## src/dlc_defines.vh

```
// Constants for the DAC latch and reset control core
`ifndef DLC_DEFINES_VH
`define DLC_DEFINES_VH
`define DLC_RES_8 2'd0
`define DLC_RES_10 2'd1
`define DLC_RES_12 2'd2
`define DLC_WIPER_W 12
`define DLC_ADDR_ZERO 5'h00
`define DLC_PD_FORCED 2'h3
`define DLC_WIPER_CLEAR 12'h000
`define DLC_MID_8 12'h07f
`define DLC_MID_10 12'h1ff
`define DLC_MID_12 12'h7ff
`define DLC_PORD_NS 1000
`define DLC_CLK_NS 10
`define DLC_PORD_CYC ((`DLC_PORD_NS + `DLC_CLK_NS - 1) / `DLC_CLK_NS)
`define DLC_ST_RESET 2'd0
`define DLC_ST_DELAY 2'd1
`define DLC_ST_RUN 2'd2
`define DLC_ST_BROWN 2'd3
`define DLC_SLV_BASE 7'h60
`endif

```

## src/dlc_core.v

```verilog
// DAC latch, power-up and brown-out reset control core
`timescale 1ns/1ns
`default_nettype none
`include "dlc_defines.vh"
module dlc_core #(
	parameter [1:0] RESOLUTION = `DLC_RES_12,
	parameter HAS_NVM = 1'b1,
	parameter PORD_CYCLES = `DLC_PORD_CYC,
	// Arbitrary neutral base address
	parameter [6:0] SLAVE_BASE = `DLC_SLV_BASE
) (
	// Clock and reset
	input wire clk_i,
	input wire rst_b_i,
	// Supply monitor
	input wire supply_drop_reset_event_i,
	// Pins
	input wire output_update_latch_n_i,
	input wire high_voltage_program_pin_i,
	input wire address_select_pin_zero_i,
	input wire address_select_pin_one_i,
	input wire scl_i,
	input wire sda_i,
	output reg sda_o,
	output reg sda_oe_o,
	output reg scl_oe_o,
	// Nonvolatile power-up values
	input wire nv_programmed_i,
	input wire [11:0] nv_wiper0_i,
	input wire [11:0] nv_wiper1_i,
	input wire [3:0] nv_ref_sel_i,
	input wire [3:0] nv_pd_sel_i,
	input wire [1:0] nv_gain_i,
	input wire [1:0] nv_addr_bits_i,
	// Volatile write port from command decoder
	input wire wr_en_i,
	input wire [4:0] wr_addr_i,
	input wire [15:0] wr_data_i,
	input wire clr_status_i,
	input wire nv_wr_req_i,
	// Read port
	input wire [4:0] rd_addr_i,
	output reg [15:0] rd_data_o,
	// Status
	output reg reset_status_o,
	output reg serial_ready_o,
	output reg nv_wr_en_o,
	output reg [4:0] addr_ptr_o,
	output reg [6:0] target_addr_o,
	// Active output settings
	output reg [11:0] act_wiper0_o,
	output reg [11:0] act_wiper1_o,
	output reg [3:0] act_ref_sel_o,
	output reg [3:0] act_pd_sel_o,
	output reg [1:0] act_gain_o,
	output reg analog_on_o
);
	reg rs1_q;
	reg rst_n;
	reg [1:0] st_q;
	reg [31:0] cnt_q;
	reg [11:0] vw0_q;
	reg [11:0] vw1_q;
	reg [3:0] vref_q;
	reg [3:0] vpd_q;
	reg [1:0] vgain_q;
	reg [4:0] ptr_q;
	reg sda_p1_q;
	reg sda_p2_q;
	reg scl_prev_q;
	wire lat_n;
	wire scl_s;
	wire sda_s;
	wire hv_s, a0_s, a1_s;

	// Mask a code to the selected resolution
	function [11:0] res_mask;
		input [11:0] v;
		begin
			case (RESOLUTION)
				`DLC_RES_8: res_mask = {4'h0, v[7:0]};
				`DLC_RES_10: res_mask = {2'h0, v[9:0]};
				default: res_mask = v;
			endcase
		end
	endfunction

	function [11:0] mid_code;
		input [1:0] r;
		begin
			case (r)
				`DLC_RES_8: mid_code = `DLC_MID_8;
				`DLC_RES_10: mid_code = `DLC_MID_10;
				default: mid_code = `DLC_MID_12;
			endcase
		end
	endfunction

	// Reset release through two flip-flops
	always @(posedge clk_i or negedge rst_b_i)
	begin
		if (!rst_b_i)
		begin
			rs1_q <= 1'b0;
			rst_n <= 1'b0;
		end
		else
		begin
			rs1_q <= 1'b1;
			rst_n <= rs1_q;
		end
	end

	dlc_sync3 #(.RESET_VAL(1'b1)) u_lat (
		.clk_i(clk_i),
		.rst_b_i(rst_n),
		.async_i(output_update_latch_n_i),
		.sync_o(lat_n)
	);
	dlc_sync3 #(.RESET_VAL(1'b1)) u_scl (
		.clk_i(clk_i),
		.rst_b_i(rst_n),
		.async_i(scl_i),
		.sync_o(scl_s)
	);
	dlc_sync3 #(.RESET_VAL(1'b1)) u_sda (
		.clk_i(clk_i),
		.rst_b_i(rst_n),
		.async_i(sda_i),
		.sync_o(sda_s)
	);
	// Slow pins pass the same filter so a one-cycle glitch never reaches the logic
	dlc_sync3 #(.RESET_VAL(1'b0)) u_hv (
		.clk_i(clk_i), .rst_b_i(rst_n),
		.async_i(high_voltage_program_pin_i), .sync_o(hv_s));
	dlc_sync3 #(.RESET_VAL(1'b0)) u_a0 (
		.clk_i(clk_i), .rst_b_i(rst_n),
		.async_i(address_select_pin_zero_i), .sync_o(a0_s));
	dlc_sync3 #(.RESET_VAL(1'b0)) u_a1 (
		.clk_i(clk_i), .rst_b_i(rst_n),
		.async_i(address_select_pin_one_i), .sync_o(a1_s));

	// Reset sequencing and volatile state
	always @(posedge clk_i or negedge rst_n)
	begin
		if (!rst_n)
		begin
			st_q <= `DLC_ST_RESET;
			cnt_q <= 32'd0;
			vw0_q <= `DLC_WIPER_CLEAR;
			vw1_q <= `DLC_WIPER_CLEAR;
			vref_q <= 4'h0;
			vpd_q <= {`DLC_PD_FORCED, `DLC_PD_FORCED};
			vgain_q <= 2'h0;
			ptr_q <= `DLC_ADDR_ZERO;
			reset_status_o <= 1'b0;
			serial_ready_o <= 1'b0;
		end
		else
		begin
			case (st_q)
				`DLC_ST_RESET:
				begin
					if (HAS_NVM && nv_programmed_i)
					begin
						vw0_q <= res_mask(nv_wiper0_i);
						vw1_q <= res_mask(nv_wiper1_i);
						vref_q <= nv_ref_sel_i;
						vpd_q <= nv_pd_sel_i;
						vgain_q <= nv_gain_i;
					end
					else
					begin
						vw0_q <= mid_code(RESOLUTION);
						vw1_q <= mid_code(RESOLUTION);
						vref_q <= 4'h0;
						vpd_q <= 4'h0;
						vgain_q <= 2'h0;
					end
					reset_status_o <= 1'b1;
					ptr_q <= `DLC_ADDR_ZERO;
					cnt_q <= 32'd0;
					st_q <= supply_drop_reset_event_i ? `DLC_ST_BROWN : `DLC_ST_DELAY;
				end
				`DLC_ST_DELAY:
				begin
					if (supply_drop_reset_event_i)
						st_q <= `DLC_ST_BROWN;
					else if (cnt_q >= PORD_CYCLES - 1)
					begin
						serial_ready_o <= 1'b1;
						st_q <= `DLC_ST_RUN;
					end
					cnt_q <= cnt_q + 32'd1;
				end
				`DLC_ST_RUN:
				begin
					if (supply_drop_reset_event_i)
					begin
						serial_ready_o <= 1'b0;
						vpd_q <= {`DLC_PD_FORCED, `DLC_PD_FORCED};
						vw0_q <= `DLC_WIPER_CLEAR;
						vw1_q <= `DLC_WIPER_CLEAR;
						vref_q <= 4'h0;
						vgain_q <= 2'h0;
						st_q <= `DLC_ST_BROWN;
					end
					else if (wr_en_i)
					begin
						ptr_q <= wr_addr_i;
						case (wr_addr_i)
							5'h00: vw0_q <= res_mask(wr_data_i[11:0]);
							5'h01: vw1_q <= res_mask(wr_data_i[11:0]);
							5'h08: vref_q <= wr_data_i[3:0];
							5'h09: vpd_q <= wr_data_i[3:0];
							5'h0a: vgain_q <= wr_data_i[9:8];
							default: ptr_q <= wr_addr_i;
						endcase
					end
					if (clr_status_i && !supply_drop_reset_event_i)
						reset_status_o <= 1'b0;
				end
				`DLC_ST_BROWN:
				begin
					// Recovery: supply restored acts as a fresh power-up
					if (!supply_drop_reset_event_i)
						st_q <= `DLC_ST_RESET;
				end
				default: st_q <= `DLC_ST_RESET;
			endcase
		end
	end

	// Active settings: transfer while latch low
	always @(posedge clk_i or negedge rst_n)
	begin
		if (!rst_n)
		begin
			act_wiper0_o <= `DLC_WIPER_CLEAR;
			act_wiper1_o <= `DLC_WIPER_CLEAR;
			act_ref_sel_o <= 4'h0;
			act_pd_sel_o <= {`DLC_PD_FORCED, `DLC_PD_FORCED};
			act_gain_o <= 2'h0;
			analog_on_o <= 1'b0;
		end
		else
		begin
			// Brown-out overrides latch so the outputs are safe two clocks after the event
			if (st_q == `DLC_ST_BROWN || st_q == `DLC_ST_RESET)
			begin
				act_pd_sel_o <= {`DLC_PD_FORCED, `DLC_PD_FORCED};
				act_wiper0_o <= `DLC_WIPER_CLEAR;
				act_wiper1_o <= `DLC_WIPER_CLEAR;
				act_ref_sel_o <= 4'h0;
				act_gain_o <= 2'h0;
				analog_on_o <= 1'b0;
			end
			else if (!lat_n)
			begin
				act_wiper0_o <= vw0_q;
				act_wiper1_o <= vw1_q;
				act_ref_sel_o <= vref_q;
				act_pd_sel_o <= vpd_q;
				act_gain_o <= vgain_q;
				analog_on_o <= 1'b1;
			end
		end
	end

	// Target address, read data, serial pin drive
	always @(posedge clk_i or negedge rst_n)
	begin
		if (!rst_n)
		begin
			target_addr_o <= 7'h00;
			rd_data_o <= 16'h0000;
			addr_ptr_o <= `DLC_ADDR_ZERO;
			nv_wr_en_o <= 1'b0;
			sda_o <= 1'b0;
			sda_oe_o <= 1'b0;
			scl_oe_o <= 1'b0;
			sda_p1_q <= 1'b0;
			sda_p2_q <= 1'b0;
			scl_prev_q <= 1'b1;
		end
		else
		begin
			target_addr_o <= {SLAVE_BASE[6:2], a1_s, a0_s};
			addr_ptr_o <= ptr_q;
			nv_wr_en_o <= HAS_NVM && nv_wr_req_i && hv_s
				&& serial_ready_o && !supply_drop_reset_event_i;
			case (rd_addr_i)
				5'h00: rd_data_o <= {4'h0, vw0_q};
				5'h01: rd_data_o <= {4'h0, vw1_q};
				5'h08: rd_data_o <= {12'h000, vref_q};
				5'h09: rd_data_o <= {12'h000, vpd_q};
				5'h0a: rd_data_o <= {6'h00, vgain_q, reset_status_o, 7'h00};
				5'h1a: rd_data_o <= {6'h00, nv_gain_i, 1'b0, SLAVE_BASE[6:2],
					nv_addr_bits_i};
				default: rd_data_o <= 16'h0000;
			endcase
			scl_oe_o <= 1'b0;
			scl_prev_q <= scl_s;
			if (scl_s && !scl_prev_q)
				sda_p1_q <= sda_s;
			// release data line only after falling edge
			if (!scl_s && scl_prev_q)
			begin
				sda_p2_q <= sda_p1_q;
				sda_oe_o <= 1'b0;
			end
			sda_o <= sda_p2_q;
		end
	end
endmodule // dlc_core
`default_nettype wire

```

## src/dlc_sync3.v

```verilog
// Three-stage input synchroniser with agreement filter
`timescale 1ns/1ns
`default_nettype none
module dlc_sync3 #(
	parameter RESET_VAL = 1'b0
) (
	// Clock and reset
	input wire clk_i,
	input wire rst_b_i,
	// Signal
	input wire async_i,
	output reg sync_o
);
	reg s1_q;
	reg s2_q;
	reg s3_q;
	always @(posedge clk_i or negedge rst_b_i)
	begin
		if (!rst_b_i)
		begin
			s1_q <= RESET_VAL;
			s2_q <= RESET_VAL;
			s3_q <= RESET_VAL;
			sync_o <= RESET_VAL;
		end
		else
		begin
			s1_q <= async_i;
			s2_q <= s1_q;
			s3_q <= s2_q;
			// Change counts only once stages two and three agree
			if (s2_q == s3_q)
				sync_o <= s3_q;
		end
	end
endmodule // dlc_sync3
`default_nettype wire
```

## config.mk

```make
export PLATFORM = sky130hd
export DESIGN_NAME = dlc_core
export DESIGN_NICKNAME = d
export VERILOG_FILES = /design/src/dlc_core.v /design/src/dlc_sync3.v
export VERILOG_INCLUDE_DIRS = /design/src /design/src/src
export SDC_FILE = /design/constraint.sdc
export NUM_CORES = 1
export LEC_CHECK = 0
export BUFFER_PORTS_ARGS = -buffer_cell sky130_fd_sc_hd__buf_2
export CELL_PAD_IN_SITES_DETAIL_PLACEMENT = 1
export CELL_PAD_IN_SITES_GLOBAL_PLACEMENT = 1
export CORE_MARGIN = 2
export CORE_UTILIZATION = 48
export CTS_BUF_LIST = sky130_fd_sc_hd__clkbuf_2 sky130_fd_sc_hd__clkbuf_4 sky130_fd_sc_hd__clkbuf_8
export DETAILED_ROUTE_END_ITERATION = 12
export PLACE_DENSITY_LB_ADDON = 0.08
export SLEW_MARGIN = 20
export SYNTH_ARGS = -nofsm -noshare
export SYNTH_HDL_FRONTEND = slang
export SYNTH_SLANG_ARGS = --single-unit
```

## constraint.sdc

```tcl
create_clock -name clk_i -period 6.96 [get_ports clk_i]
set_input_delay 1.044 -clock clk_i [delete_from_list [all_inputs] [get_ports clk_i]]
set_output_delay 1.044 -clock clk_i [all_outputs]
set_load 0.005 [all_outputs]
```

Word level (Yosys, flattened, before mapping)
Index checks and enable logic that the tools add are counted.
- $add $sub $neg: 1
- order comparisons: 1
- equality and inequality tests: 33
- mux-type cells: 54
- reductions and logical operators: 25
- operator list (cell ; count):
    two-way mux 12 bit ; 12
    case mux 12 bit (6 select lines) ; 1
    case mux 32 bit (2 select lines) ; 1
    two-way mux 4 bit ; 12
    case mux 12 bit (2 select lines) ; 2
    adder 32 x 1 -> 32 bit (second input constant) ; 1
    greater-or-equal comparator 32 x 7 -> 1 bit (second input constant) ; 1
    == test 5 x 4 -> 1 bit (second input constant) ; 6
    two-way mux 2 bit ; 11
    AND reduction 3 bit ; 7
    inequality test 2 bit (second input constant) ; 8
    case mux 4 bit (2 select lines) ; 2
    inequality test 3 x 2 -> 1 bit (second input constant) ; 5
    == test 5 x 1 -> 1 bit (second input constant) ; 2
    logical NOT 5 bit ; 2
    two-way mux 5 bit ; 2
    case mux 5 bit (2 select lines) ; 1
    case mux 2 bit (4 select lines) ; 1
    == test 1 bit ; 6
    logical AND 1 bit ; 6
    two-way mux 1 bit ; 6
    inequality test 3 bit (second input constant) ; 2
    nonzero test 2 bit ; 3
    == test 5 bit (second input constant) ; 1
    9 further kinds ; 13
- register bits: 161
- bits of input ports: 75
- output and inout bits: 69
- logic and storage cells: 164

Longest topological paths before layout
Gate-level depths: netlist of run 1.
- word-level depth: 5
- mapped depth: 9

By module
From an unflattened synthesis of run 1, not the netlist that was laid out.
- cells, all modules: 662
- area total of the unflattened synthesis: 7113.1 sq um
- by module, submodules not included (module ; instances ; cells an instance ; area each (sq um)):
    dlc_core ; 1 ; 632 ; 6429.9
    dlc_sync3 at u_lat ... ; 3 ; 5 ; 116.4
    dlc_sync3 at u_a0 ... ; 3 ; 5 ; 111.4

Least setup slack after synthesis of run 1
OpenSTA, ideal clock, no wires.
- kind: input to register
- start point: input port wr_addr_i[2]
- end point: register vw1_q[1]
- setup time: 0.123 ns
- arrival time: 2.406 ns
- required time: 6.837 ns
- slack: 4.431 ns
- stages: 5
- buffers on the path: 1
- cell sequence: or3b_1 > or4b_4 > a21oi_4 > buf_6 > a21oi_1
- word-level cells in the longest chain between the ends: 3
- ends and longest elaborated chain (element ; line ; text):
    start, declared ; dlc_core.v:37 ; input wire [4:0] wr_addr_i,
    == test 5 x 1 -> 1 bit ; dlc_core.v:211 ; case (wr_addr_i)
    inequality test 3 x 2 -> 1 bit (no source line) ; -- ;
    AND reduction 3 bit (no source line) ; -- ;
    end signal, assigned ; dlc_core.v:175 ; vw1_q <= mid_code(RESOLUTION);
    end signal, assigned ; dlc_core.v:203 ; vw1_q <= `DLC_WIPER_CLEAR;
    end signal, assigned ; dlc_core.v:213 ; 5'h01: vw1_q <= res_mask(wr_data_i[11:0]);
    end, declared ; dlc_core.v:63 ; reg [11:0] vw1_q;
No other way between the ends.
A chain may end at the register's enable or synchronous reset.

Worst setup path in the final report of run 1
- start point: register st_q[1]
- end point: register cnt_q[26]
- word-level cells in the longest chain between the ends: 2
- elaborated cells between the ends (all ways): 4
- ends and longest elaborated chain (element ; line ; text):
    start, declared ; dlc_core.v:60 ; reg [1:0] st_q;
    start signal, assigned ; dlc_core.v:148 ; st_q <= `DLC_ST_RESET;
    start signal, assigned ; dlc_core.v:183 ; st_q <= supply_drop_reset_event_i ? `DLC_ST_BROWN : `DLC_ST_DELAY;
    start signal, assigned ; dlc_core.v:188 ; st_q <= `DLC_ST_BROWN;
    == test 2 x 1 -> 1 bit / logical NOT 2 bit (equally long branches) ; dlc_core.v:161 ; case (st_q)
    case mux 32 bit (2 select lines) / nonzero test 2 bit (equally long branches) ; -- ;
    end signal, assigned ; dlc_core.v:194 ; cnt_q <= cnt_q + 32'd1;
    end, declared ; dlc_core.v:61 ; reg [31:0] cnt_q;
Parallel ways exist; a longest one is shown, timed or not.

==> impl_metrics.prom, run 1 <==
# TYPE chip_impl_metric gauge
chip_impl_metric{name="clock_pin_transition_on_the_worst_setup_and_hold_timing_paths",unit="ps"} 80
chip_impl_metric{name="maxCapViolCount",unit=""} 0
chip_impl_metric{name="timing.final.crit_period",unit="ps"} 2940
chip_impl_metric{name="timing.final.crit_share",unit="%"} 42.2
chip_impl_metric{name="antenna_found_initial",unit=""} 0
chip_impl_metric{name="die_h",unit="um"} 127
chip_impl_metric{name="hold_viol",unit=""} 0
chip_impl_metric{name="sequential_share_of_power",unit="%"} 43.3
chip_impl_metric{name="post_cts.resized_instances",unit=""} 0
chip_impl_metric{name="timing.critical_path.arrival",unit="ps"} 3270
chip_impl_metric{name="remaining_drcs",unit=""} 0
chip_impl_metric{name="worstMarginPinSlew",unit="ps"} 1010
chip_impl_metric{name="post-dp-hpwl",unit="um"} 12900
chip_impl_info{name="clockRootBuffer",value="clkbuf_8"} 1
chip_impl_metric{name="ys_seq_area_share",unit="%"} 55.8
chip_impl_metric{name="io_pins",unit=""} 144
chip_impl_metric{name="setup_tns",unit="ps"} 0
chip_impl_info{name="mostFrequentLayoutCells",value="139 x dfrtp_1, 130 x buf_2, 84 x a21oi_1"} 1
chip_impl_info{name="crit_path_cell_trace",value="inv_1 > ha_1 > nand4_2 > nor3_1 > nand2_1 > o211ai_1 > o31ai_1"} 1
chip_impl_metric{name="fp-row-count",unit=""} 44
chip_impl_metric{name="clk_latency",unit="ps"} 460
chip_impl_metric{name="cts-buffers-inserted",unit=""} 17
chip_impl_metric{name="post_synth.cell_area_avg",unit="um2"} 10.9
chip_impl_info{name="outcome",value="completed"} 1
chip_impl_metric{name="vias_per_cell",unit=""} 5.67
chip_impl_metric{name="maximum_single_stage_delay_on_the_critical_path",unit="ps"} 870
chip_impl_metric{name="number_of_drc_violations_after_detailed_routing_iteration_0",unit=""} 303
chip_impl_metric{name="antenna_left",unit=""} 0
chip_impl_metric{name="route.vias.total",unit=""} 5575
chip_impl_metric{name="static-leakage-power",unit="uW"} 0.00405
chip_impl_metric{name="num_antenna_cells",unit=""} 0
chip_impl_metric{name="share_clk_of_total_power",unit="%"} 23.0
chip_impl_info{name="cts_tree",value="done"} 1
chip_impl_metric{name="crit_fanout",unit=""} 12
chip_impl_metric{name="globalplace.congestion",unit=""} 0.810
chip_impl_metric{name="synthArstFlopShare",unit="%"} 100
chip_impl_metric{name="starting_density_of_the_core",unit="%"} 49.7
chip_impl_metric{name="grt_max_degree",unit=""} 82
chip_impl_metric{name="layout-drive-gt1-share",unit="%"} 28.3
chip_impl_metric{name="syn2layout_area_growth",unit="%"} 16.0
chip_impl_metric{name="die_w",unit="um"} 127
chip_impl_metric{name="pwr_density_cell",unit="nW/um2"} 380
chip_impl_metric{name="finalHoldWorstSlack",unit="ps"} 298
chip_impl_metric{name="dp_cell_count",unit=""} 950
chip_impl_metric{name="mappedNetlistArea",unit="um2"} 7270
chip_impl_metric{name="core_region_area",unit="um2"} 14600
chip_impl_metric{name="drt_first_pass_iters",unit=""} 5
chip_impl_info{name="endpoint_kind",value="register"} 1
chip_impl_info{name="critical-path-top-delay-family",value="simple AND/OR/NAND/NOR gates"} 1
chip_impl_metric{name="post_synth_inst_count",unit=""} 668
chip_impl_metric{name="worst_ir_drop_vdd",unit="mV"} 0.189
chip_impl_metric{name="clock_sink_count",unit=""} 161
chip_impl_metric{name="max-clock-path-buffers",unit=""} 2
chip_impl_info{name="postSynth.topFlopCell",value="dfrtp_1"} 1
chip_impl_metric{name="path_buf_inv",unit=""} 1
chip_impl_info{name="critical_path.startpoint_type",value="register"} 1
chip_impl_metric{name="finalClockSkew",unit="ps"} 7.77
chip_impl_info{name="timing.critical_path.slowest_stage_cell",value="nor3_1"} 1
chip_impl_metric{name="slew-limit-headroom",unit="%"} 32.3
chip_impl_metric{name="achievable-frequency",unit="MHz"} 340
chip_impl_metric{name="finalMaxSlewViolations",unit=""} 0
chip_impl_metric{name="ys_warn_count",unit=""} 0
chip_impl_metric{name="port-buffer-count",unit=""} 130
chip_impl_metric{name="cts-hold-fix-buffers",unit=""} 0
chip_impl_metric{name="h-tree-depth",unit=""} 4
chip_impl_metric{name="globalRoute.totalOverflow",unit=""} 0
chip_impl_metric{name="postSynthRegisterBits",unit=""} 161
chip_impl_metric{name="grt_usage",unit="%"} 24.6
chip_impl_info{name="min_path_type",value="reg2async"} 1
chip_impl_metric{name="setup_violations",unit=""} 0
chip_impl_info{name="grt_setup_unrepaired",value="false"} 1
chip_impl_metric{name="cts_post_setup_buffers_inserted",unit=""} 0
chip_impl_metric{name="synth-edff-count",unit=""} 0
chip_impl_metric{name="synth_cell_types",unit=""} 61
chip_impl_metric{name="power.internal",unit="uW"} 2020
chip_impl_metric{name="first_global_vias",unit=""} 5902
chip_impl_metric{name="share_comb_of_total_power",unit="%"} 33.7
chip_impl_info{name="setup.worst_path.class",value="reg2reg"} 1
chip_impl_metric{name="p_sw",unit="uW"} 1190
chip_impl_metric{name="timing.critical_path.required",unit="ps"} 7290
chip_impl_metric{name="swShare",unit="%"} 37.1
chip_impl_metric{name="die_area",unit="um2"} 16200
chip_impl_metric{name="drt-wirelength-per-cell",unit="um"} 19.2
chip_impl_info{name="layout_commonest_cell",value="dfrtp_1"} 1
chip_impl_metric{name="design.final.nets",unit=""} 866
chip_impl_metric{name="totalWireLength",unit="um"} 18900
chip_impl_metric{name="grt_pass1_wl",unit="um"} 30900
chip_impl_metric{name="instances_no_fill",unit=""} 983
chip_impl_metric{name="design_power_total",unit="uW"} 3200
==> synthesized netlist by cell type, drive strengths merged (3+ instances only) <==
library cell / count / share of area (%)
a21oi: 94 / 7.1
a221o: 3 / 0.41
a22o: 8 / 0.96
a22oi: 8 / 0.83
and3: 3 / 0.26
buf: 21 / 2.0
clkbuf: 23 / 1.3
dfrtp: 140 / 48
dfstp: 21 / 7.6
ha: 5 / 0.86
inv: 32 / 1.7
maj3: 6 / 0.83
mux2: 12 / 1.9
mux2i: 55 / 7.6
nand2: 41 / 2.1
nand3: 21 / 1.5
nand4: 11 / 1.2
nor2: 46 / 2.4
nor2b: 35 / 3.0
nor3: 3 / 0.28
nor4: 11 / 1.0
o211ai: 3 / 0.31
o21ai: 29 / 2.0
o31ai: 5 / 0.52
o41ai: 3 / 0.36
or4: 3 / 0.41
==> kinds of logic (layout without fill, tap and decap cells) <==
logic type                 count (synthesis)  in the layout  share of synthesized area, %
other                                      2             11                         0.103
adders and majority gates                 11             11                          1.69
muxes                                     69             69                          10.0
DFF                                      161            161                          55.8
AOI/OAI and AO/OA                        160            160                          13.2
buffers and inverters                     76            198                          5.01
and+or+nand+nor                          189            189                          14.1
==> registers in the layout, summed over array words and instances (netlist names), 2 cells and up <==
signal,count
act_wiper1_o,12
rd_data_o,12
target_addr_o,3
act_wiper0_o,12
vgain_q,2
ptr_q,5
vw1_q,12
act_gain_o,2
vpd_q,4
act_pd_sel_o,4
vref_q,4
act_ref_sel_o,4
cnt_q,32
addr_ptr_o,5
vw0_q,12
st_q,2
==> area by class of cell <==
class / instances / area, um2
tap: 184 / 230
inverter: 32 / 120
fill: 1648 / 6210
clock buffer: 20 / 263
multi-input combinational: 440 / 2900
sequential: 161 / 4060
clock inverter: 12 / 160
timing repair buffer: 134 / 701
==> metal layers <==
metal / vias up / track usage, % / share of wire [%] / routed length (um)
met5: - / 0 / 0 / 0
met4: 0 / 7.37 / 1.3 / 241
met3: 19 / 4.65 / 4.8 / 914
met2: 154 / 39.9 / 49 / 9210
met1: 2838 / 33.8 / 45 / 8530
li1: 2564 / - / - / -
==> power by group through the flow <==
stage / logic (uW) / clock network (uW) / registers [uW]
after floorplan: 763 / 0 / 1350
after global placement: 1020 / 0 / 1400
after detailed placement: 1070 / 0 / 1410
after CTS: 1080 / 748 / 1390
after global routing: 1200 / 789 / 1420
final: 1080 / 738 / 1390
==> final timing paths <==
check | start | end | slack (ps) | cells past startpoint
worst min-delay path | rst_n | vref_q[2] | 300 | 0
min in group clk_i | u_a1.s1_q | u_a1.s2_q | 360 | 0
worst min register to register | rst_n | vref_q[2] | 300 | 0
worst max register to register | st_q[1] | cnt_q[26] | 4020 | 7
worst max-delay path | st_q[1] | cnt_q[26] | 4020 | 7
max in group asynchronous | rst_n | act_wiper1_o[7] | 5060 | 2
==> stage by stage <==
stage	utilization, %	instance area (um2)	setup WS, ps
after detailed placement	54.4	7970	3700
final	57.6	8430	4020
after CTS	57.3	8390	4010
after floorplan	-	7310	2180
after global placement	54.4	7970	3780
after global routing	57.6	8430	3710
==> worst register-to-register path: cells and delay by family (launching register included) <==
family / cells / cell delay, ps
AO/OA/AOI/OAI: 2 / 370
adder cells (fa/ha/maj): 1 / 450
buffers and inverters: 1 / 150
flip-flops: 1 / 450
AND/OR/NAND/NOR: 3 / 1410
Note: power is estimated with default switching activity, not from simulation.
==> run 2: changes to the inputs <==
ABC_AREA = 1   (was default)
CORE_UTILIZATION = 42   (was 48)
clock period = 2.85 ns   (was 6.96 ns; I/O delays follow)
==> run 2 against run 1 <==
Compared with the run above:
- via count increased by 11%
- power increased by 130%
- global-route usage decreased by 1.8 points
- first-iteration DRC count increased by 21%
- routed wire length increased by 7.5%
- worst setup slack got worse by 3400 ps
- sequential share of layout area decreased by 1.3 points
- critical path depth increased by 1
- clock skew increased by 2.9 ps
- cell count increased by 28%
- synthesized cell count increased by 32%
- sequential power increased by 130%
- critical path type unchanged
==> impl_metrics.prom, run 2 <==
# TYPE chip_impl_metric gauge
chip_impl_metric{name="timing.final.crit_share",unit="%"} 76.8
chip_impl_metric{name="share_clk_of_total_power",unit="%"} 21.7
chip_impl_metric{name="finalHoldWorstSlack",unit="ps"} 48.3
chip_impl_info{name="synthMostInstantiatedCell",value="nand2_1"} 1
chip_impl_info{name="yosys-top-cells-count",value="194 x nand2_1, 140 x dfrtp_1, 107 x inv_1"} 1
chip_impl_metric{name="clk_latency",unit="ps"} 460
chip_impl_metric{name="maxCapViolCount",unit=""} 0
chip_impl_info{name="min_path_type",value="in2reg"} 1
chip_impl_metric{name="setup_tns",unit="ps"} 0
chip_impl_metric{name="multi_input_comb_area",unit="um2"} 2760
chip_impl_metric{name="h-tree-depth",unit=""} 4
chip_impl_metric{name="static-leakage-power",unit="uW"} 0.00432
chip_impl_metric{name="timing.final.crit_period",unit="ps"} 2190
chip_impl_metric{name="count_of_filler_cells_inserted_in_the_layout",unit=""} 2185
chip_impl_metric{name="sequential_share_of_power",unit="%"} 44.2
chip_impl_metric{name="synthArstFlopShare",unit="%"} 100
chip_impl_metric{name="post_synth_inst_count",unit=""} 883
chip_impl_metric{name="share_comb_of_total_power",unit="%"} 34.1
chip_impl_metric{name="starting_density_of_the_core",unit="%"} 42.9
chip_impl_metric{name="clock_sink_count",unit=""} 161
chip_impl_metric{name="synth_cell_types",unit=""} 40
chip_impl_metric{name="reg2reg_depth",unit=""} 8
chip_impl_metric{name="setup_violations",unit=""} 0
chip_impl_metric{name="port-buffer-count",unit=""} 130
chip_impl_info{name="critical_path.startpoint_type",value="register"} 1
chip_impl_metric{name="totalWireLength",unit="um"} 20300
chip_impl_metric{name="grt_pass1_wl",unit="um"} 32700
chip_impl_metric{name="mappedNetlistArea",unit="um2"} 7410
chip_impl_metric{name="cts-buffers-inserted",unit=""} 17
chip_impl_info{name="largest_register_by_flop_count",value="cnt_q"} 1
chip_impl_metric{name="remaining_drcs",unit=""} 0
chip_impl_metric{name="num_antenna_cells",unit=""} 0
chip_impl_info{name="mostFrequentLayoutCells",value="194 x nand2_1, 139 x dfrtp_1, 130 x buf_2"} 1
chip_impl_info{name="clockRootBuffer",value="clkbuf_8"} 1
chip_impl_info{name="synthDominantAreaCellType",value="dfrtp_1"} 1
chip_impl_metric{name="die_w",unit="um"} 137
chip_impl_metric{name="antenna_found_initial",unit=""} 0
chip_impl_metric{name="postSynthRegisterBits",unit=""} 161
chip_impl_metric{name="grt_max_degree",unit=""} 55
chip_impl_info{name="worst_hold_end",value="u_scl.s1_q"} 1
chip_impl_info{name="layout_commonest_cell",value="nand2_1"} 1
chip_impl_metric{name="worst_ir_drop_vdd",unit="mV"} 0.461
chip_impl_metric{name="globalRoute.totalOverflow",unit=""} 0
chip_impl_metric{name="hold_viol",unit=""} 0
chip_impl_metric{name="syn2layout_area_growth",unit="%"} 16.9
chip_impl_metric{name="setup.reg_to_reg.worst_slack",unit="ps"} 660
chip_impl_metric{name="achievable-frequency",unit="MHz"} 457
chip_impl_metric{name="finalClockSkew",unit="ps"} 10.7
chip_impl_info{name="worstReg2RegEnd",value="vw0_q[10]"} 1
chip_impl_metric{name="core_region_area",unit="um2"} 17300
chip_impl_metric{name="timing.critical_path.arrival",unit="ps"} 2580
chip_impl_metric{name="post_synth.cell_area_avg",unit="um2"} 8.40
chip_impl_metric{name="drt-wirelength-per-cell",unit="um"} 16.2
chip_impl_metric{name="synth-edff-count",unit=""} 0
chip_impl_metric{name="first_global_vias",unit=""} 6318
chip_impl_metric{name="worstHoldPathCells",unit=""} 1
chip_impl_metric{name="finalMaxSlewViolations",unit=""} 0
chip_impl_metric{name="io_pins",unit=""} 144
chip_impl_metric{name="die_area",unit="um2"} 18700
chip_impl_info{name="cts_tree",value="done"} 1
chip_impl_info{name="grt_setup_unrepaired",value="false"} 1
chip_impl_metric{name="fp-row-count",unit=""} 48
chip_impl_metric{name="antenna_left",unit=""} 0
chip_impl_metric{name="die_h",unit="um"} 137
chip_impl_metric{name="synth_top_area_share",unit="%"} 47.3
chip_impl_metric{name="design.final.nets",unit=""} 1097
chip_impl_metric{name="vias_per_cell",unit=""} 4.94
chip_impl_metric{name="drt_first_pass_iters",unit=""} 4
chip_impl_metric{name="max-clock-path-buffers",unit=""} 2
chip_impl_metric{name="power.internal",unit="uW"} 4380
chip_impl_metric{name="slew-limit-headroom",unit="%"} 34.0
chip_impl_info{name="outcome",value="completed"} 1
chip_impl_info{name="yosys-top-cells-area",value="dfrtp_1 47%, nand2_1 9.8%, dfstp_2 7.4%"} 1
chip_impl_metric{name="grt_usage",unit="%"} 22.8
chip_impl_metric{name="post-dp-hpwl",unit="um"} 15800
chip_impl_metric{name="clock_pin_transition_on_the_worst_setup_and_hold_timing_paths",unit="ps"} 100
chip_impl_metric{name="number_of_drc_violations_after_detailed_routing_iteration_0",unit=""} 368
chip_impl_info{name="endpoint_kind",value="register"} 1
chip_impl_metric{name="ys_seq_area_share",unit="%"} 54.7
chip_impl_metric{name="layout-drive-gt1-share",unit="%"} 21.0
chip_impl_metric{name="timing.critical_path.required",unit="ps"} 3240
chip_impl_metric{name="crit_fanout",unit=""} 30
chip_impl_metric{name="globalplace.congestion",unit=""} 0.835
chip_impl_metric{name="sequential_cell_area",unit="um2"} 4060
chip_impl_metric{name="largest_reg_flops",unit=""} 32
chip_impl_info{name="postSynth.topFlopCell",value="dfrtp_1"} 1
chip_impl_metric{name="ys_warn_count",unit=""} 0
chip_impl_metric{name="swShare",unit="%"} 40.3
chip_impl_metric{name="pwr_density_cell",unit="nW/um2"} 847
chip_impl_info{name="min-delay-start",value="scl_i"} 1
chip_impl_metric{name="route.vias.total",unit=""} 6201
chip_impl_metric{name="worstMarginPinSlew",unit="ps"} 989
chip_impl_info{name="rr_startpoint",value="st_q[0]"} 1
chip_impl_metric{name="p_sw",unit="uW"} 2960
chip_impl_info{name="setup.worst_path.class",value="reg2reg"} 1
-- run 2: cell count changes after synthesis, moves of 12 or more --
cell,previous run,this run
a21oi_1,84,36
inv_1,32,107
mux2_2,12,0
mux2i_1,55,0
nand2_1,41,194
nand3_1,20,73
nor2_1,44,99
nor2b_1,35,0
o21ai_0,28,93
-- run 2: cells by family (layout without fill, tap and decap cells) --
kind of cell,count (synthesis),count (layout),synth area share [%]
AND/OR/NAND/NOR,401,401,23.1
flip-flops,161,161,54.7
AO/OA/AOI/OAI,160,160,11.8
buffers and inverters,147,285,8.51
adder cells (fa/ha/maj),11,11,1.65
other,2,11,0.101
XOR/XNOR,1,1,0.118
-- run 2: power by group through the flow --
| stage | logic, uW | clock network [uW] | registers (uW) |
|---|---|---|---|
| 2_1_floorplan | 1640 | 0 | 3240 |
| 3_3_place_gp | 2470 | 0 | 3270 |
| 3_5_place_dp | 2530 | 0 | 3290 |
| 4_1_cts | 2540 | 1650 | 3250 |
| 5_1_grt | 2880 | 1740 | 3310 |
| 6_report | 2500 | 1590 | 3240 |
-- run 2: worst max path at each step --
stage | start | depth (start not counted) | to | slack (ps)
floorplan | rst_n | 0 | act_gain_o[0] | 200
global placement | st_q[0] | 8 | vw0_q[10] | 760
detailed placement | st_q[0] | 8 | vw0_q[10] | 710
CTS | st_q[1] | 7 | cnt_q[8] | 680
global route | st_q[1] | 7 | cnt_q[8] | 470
finish | st_q[0] | 8 | vw0_q[10] | 660
-- run 2: repair_timing --
action | CTS | global route
buffers inserted | 0 | 0
gates resized for setup | 0 | 0
hold endpoints to repair | 2 | 0
hold buffers | 1 | 0
-- run 2: through the flow --
step                      std cells  worst slack, ps  cell area [um2]  util (%)  total power (uW)
after floorplan                 892              205             7450         -              4880
after global placement         1222              758             8280      47.9              5740
after detailed placement       1222              715             8280      47.9              5820
after CTS                      1255              677             8660      50.1              7440
after global routing           1255              467             8660      50.1              7930
final                          1255              660             8660      50.1              7340
-- run 2: final cells by class --
class | count | area share (%)
multi-input cells | 584 | 31.9
well taps | 225 | 3.25
flip-flops and latches | 161 | 46.9
clock inverters | 15 | 1.60
inverters | 110 | 4.77
clock buffers | 17 | 2.70
repair buffers | 143 | 8.95
-- run 2: critical path: stages, from the launching register on --
cell and delay [ps]:
dfrtp_1 460, inv_1 90, ha_1 240, buf_4 190, inv_1 500, o21ai_0 200
o21ai_0 220, nor2_1 90, a21oi_1 120
-- run 2: layer usage --
layer,up-vias,wire [um],GRT usage [%]
met3,21,754,3.67
li1,3107,-,-
met2,125,9900,37.5
met1,2948,9340,31.1
met4,0,325,6.76
met5,-,0,0
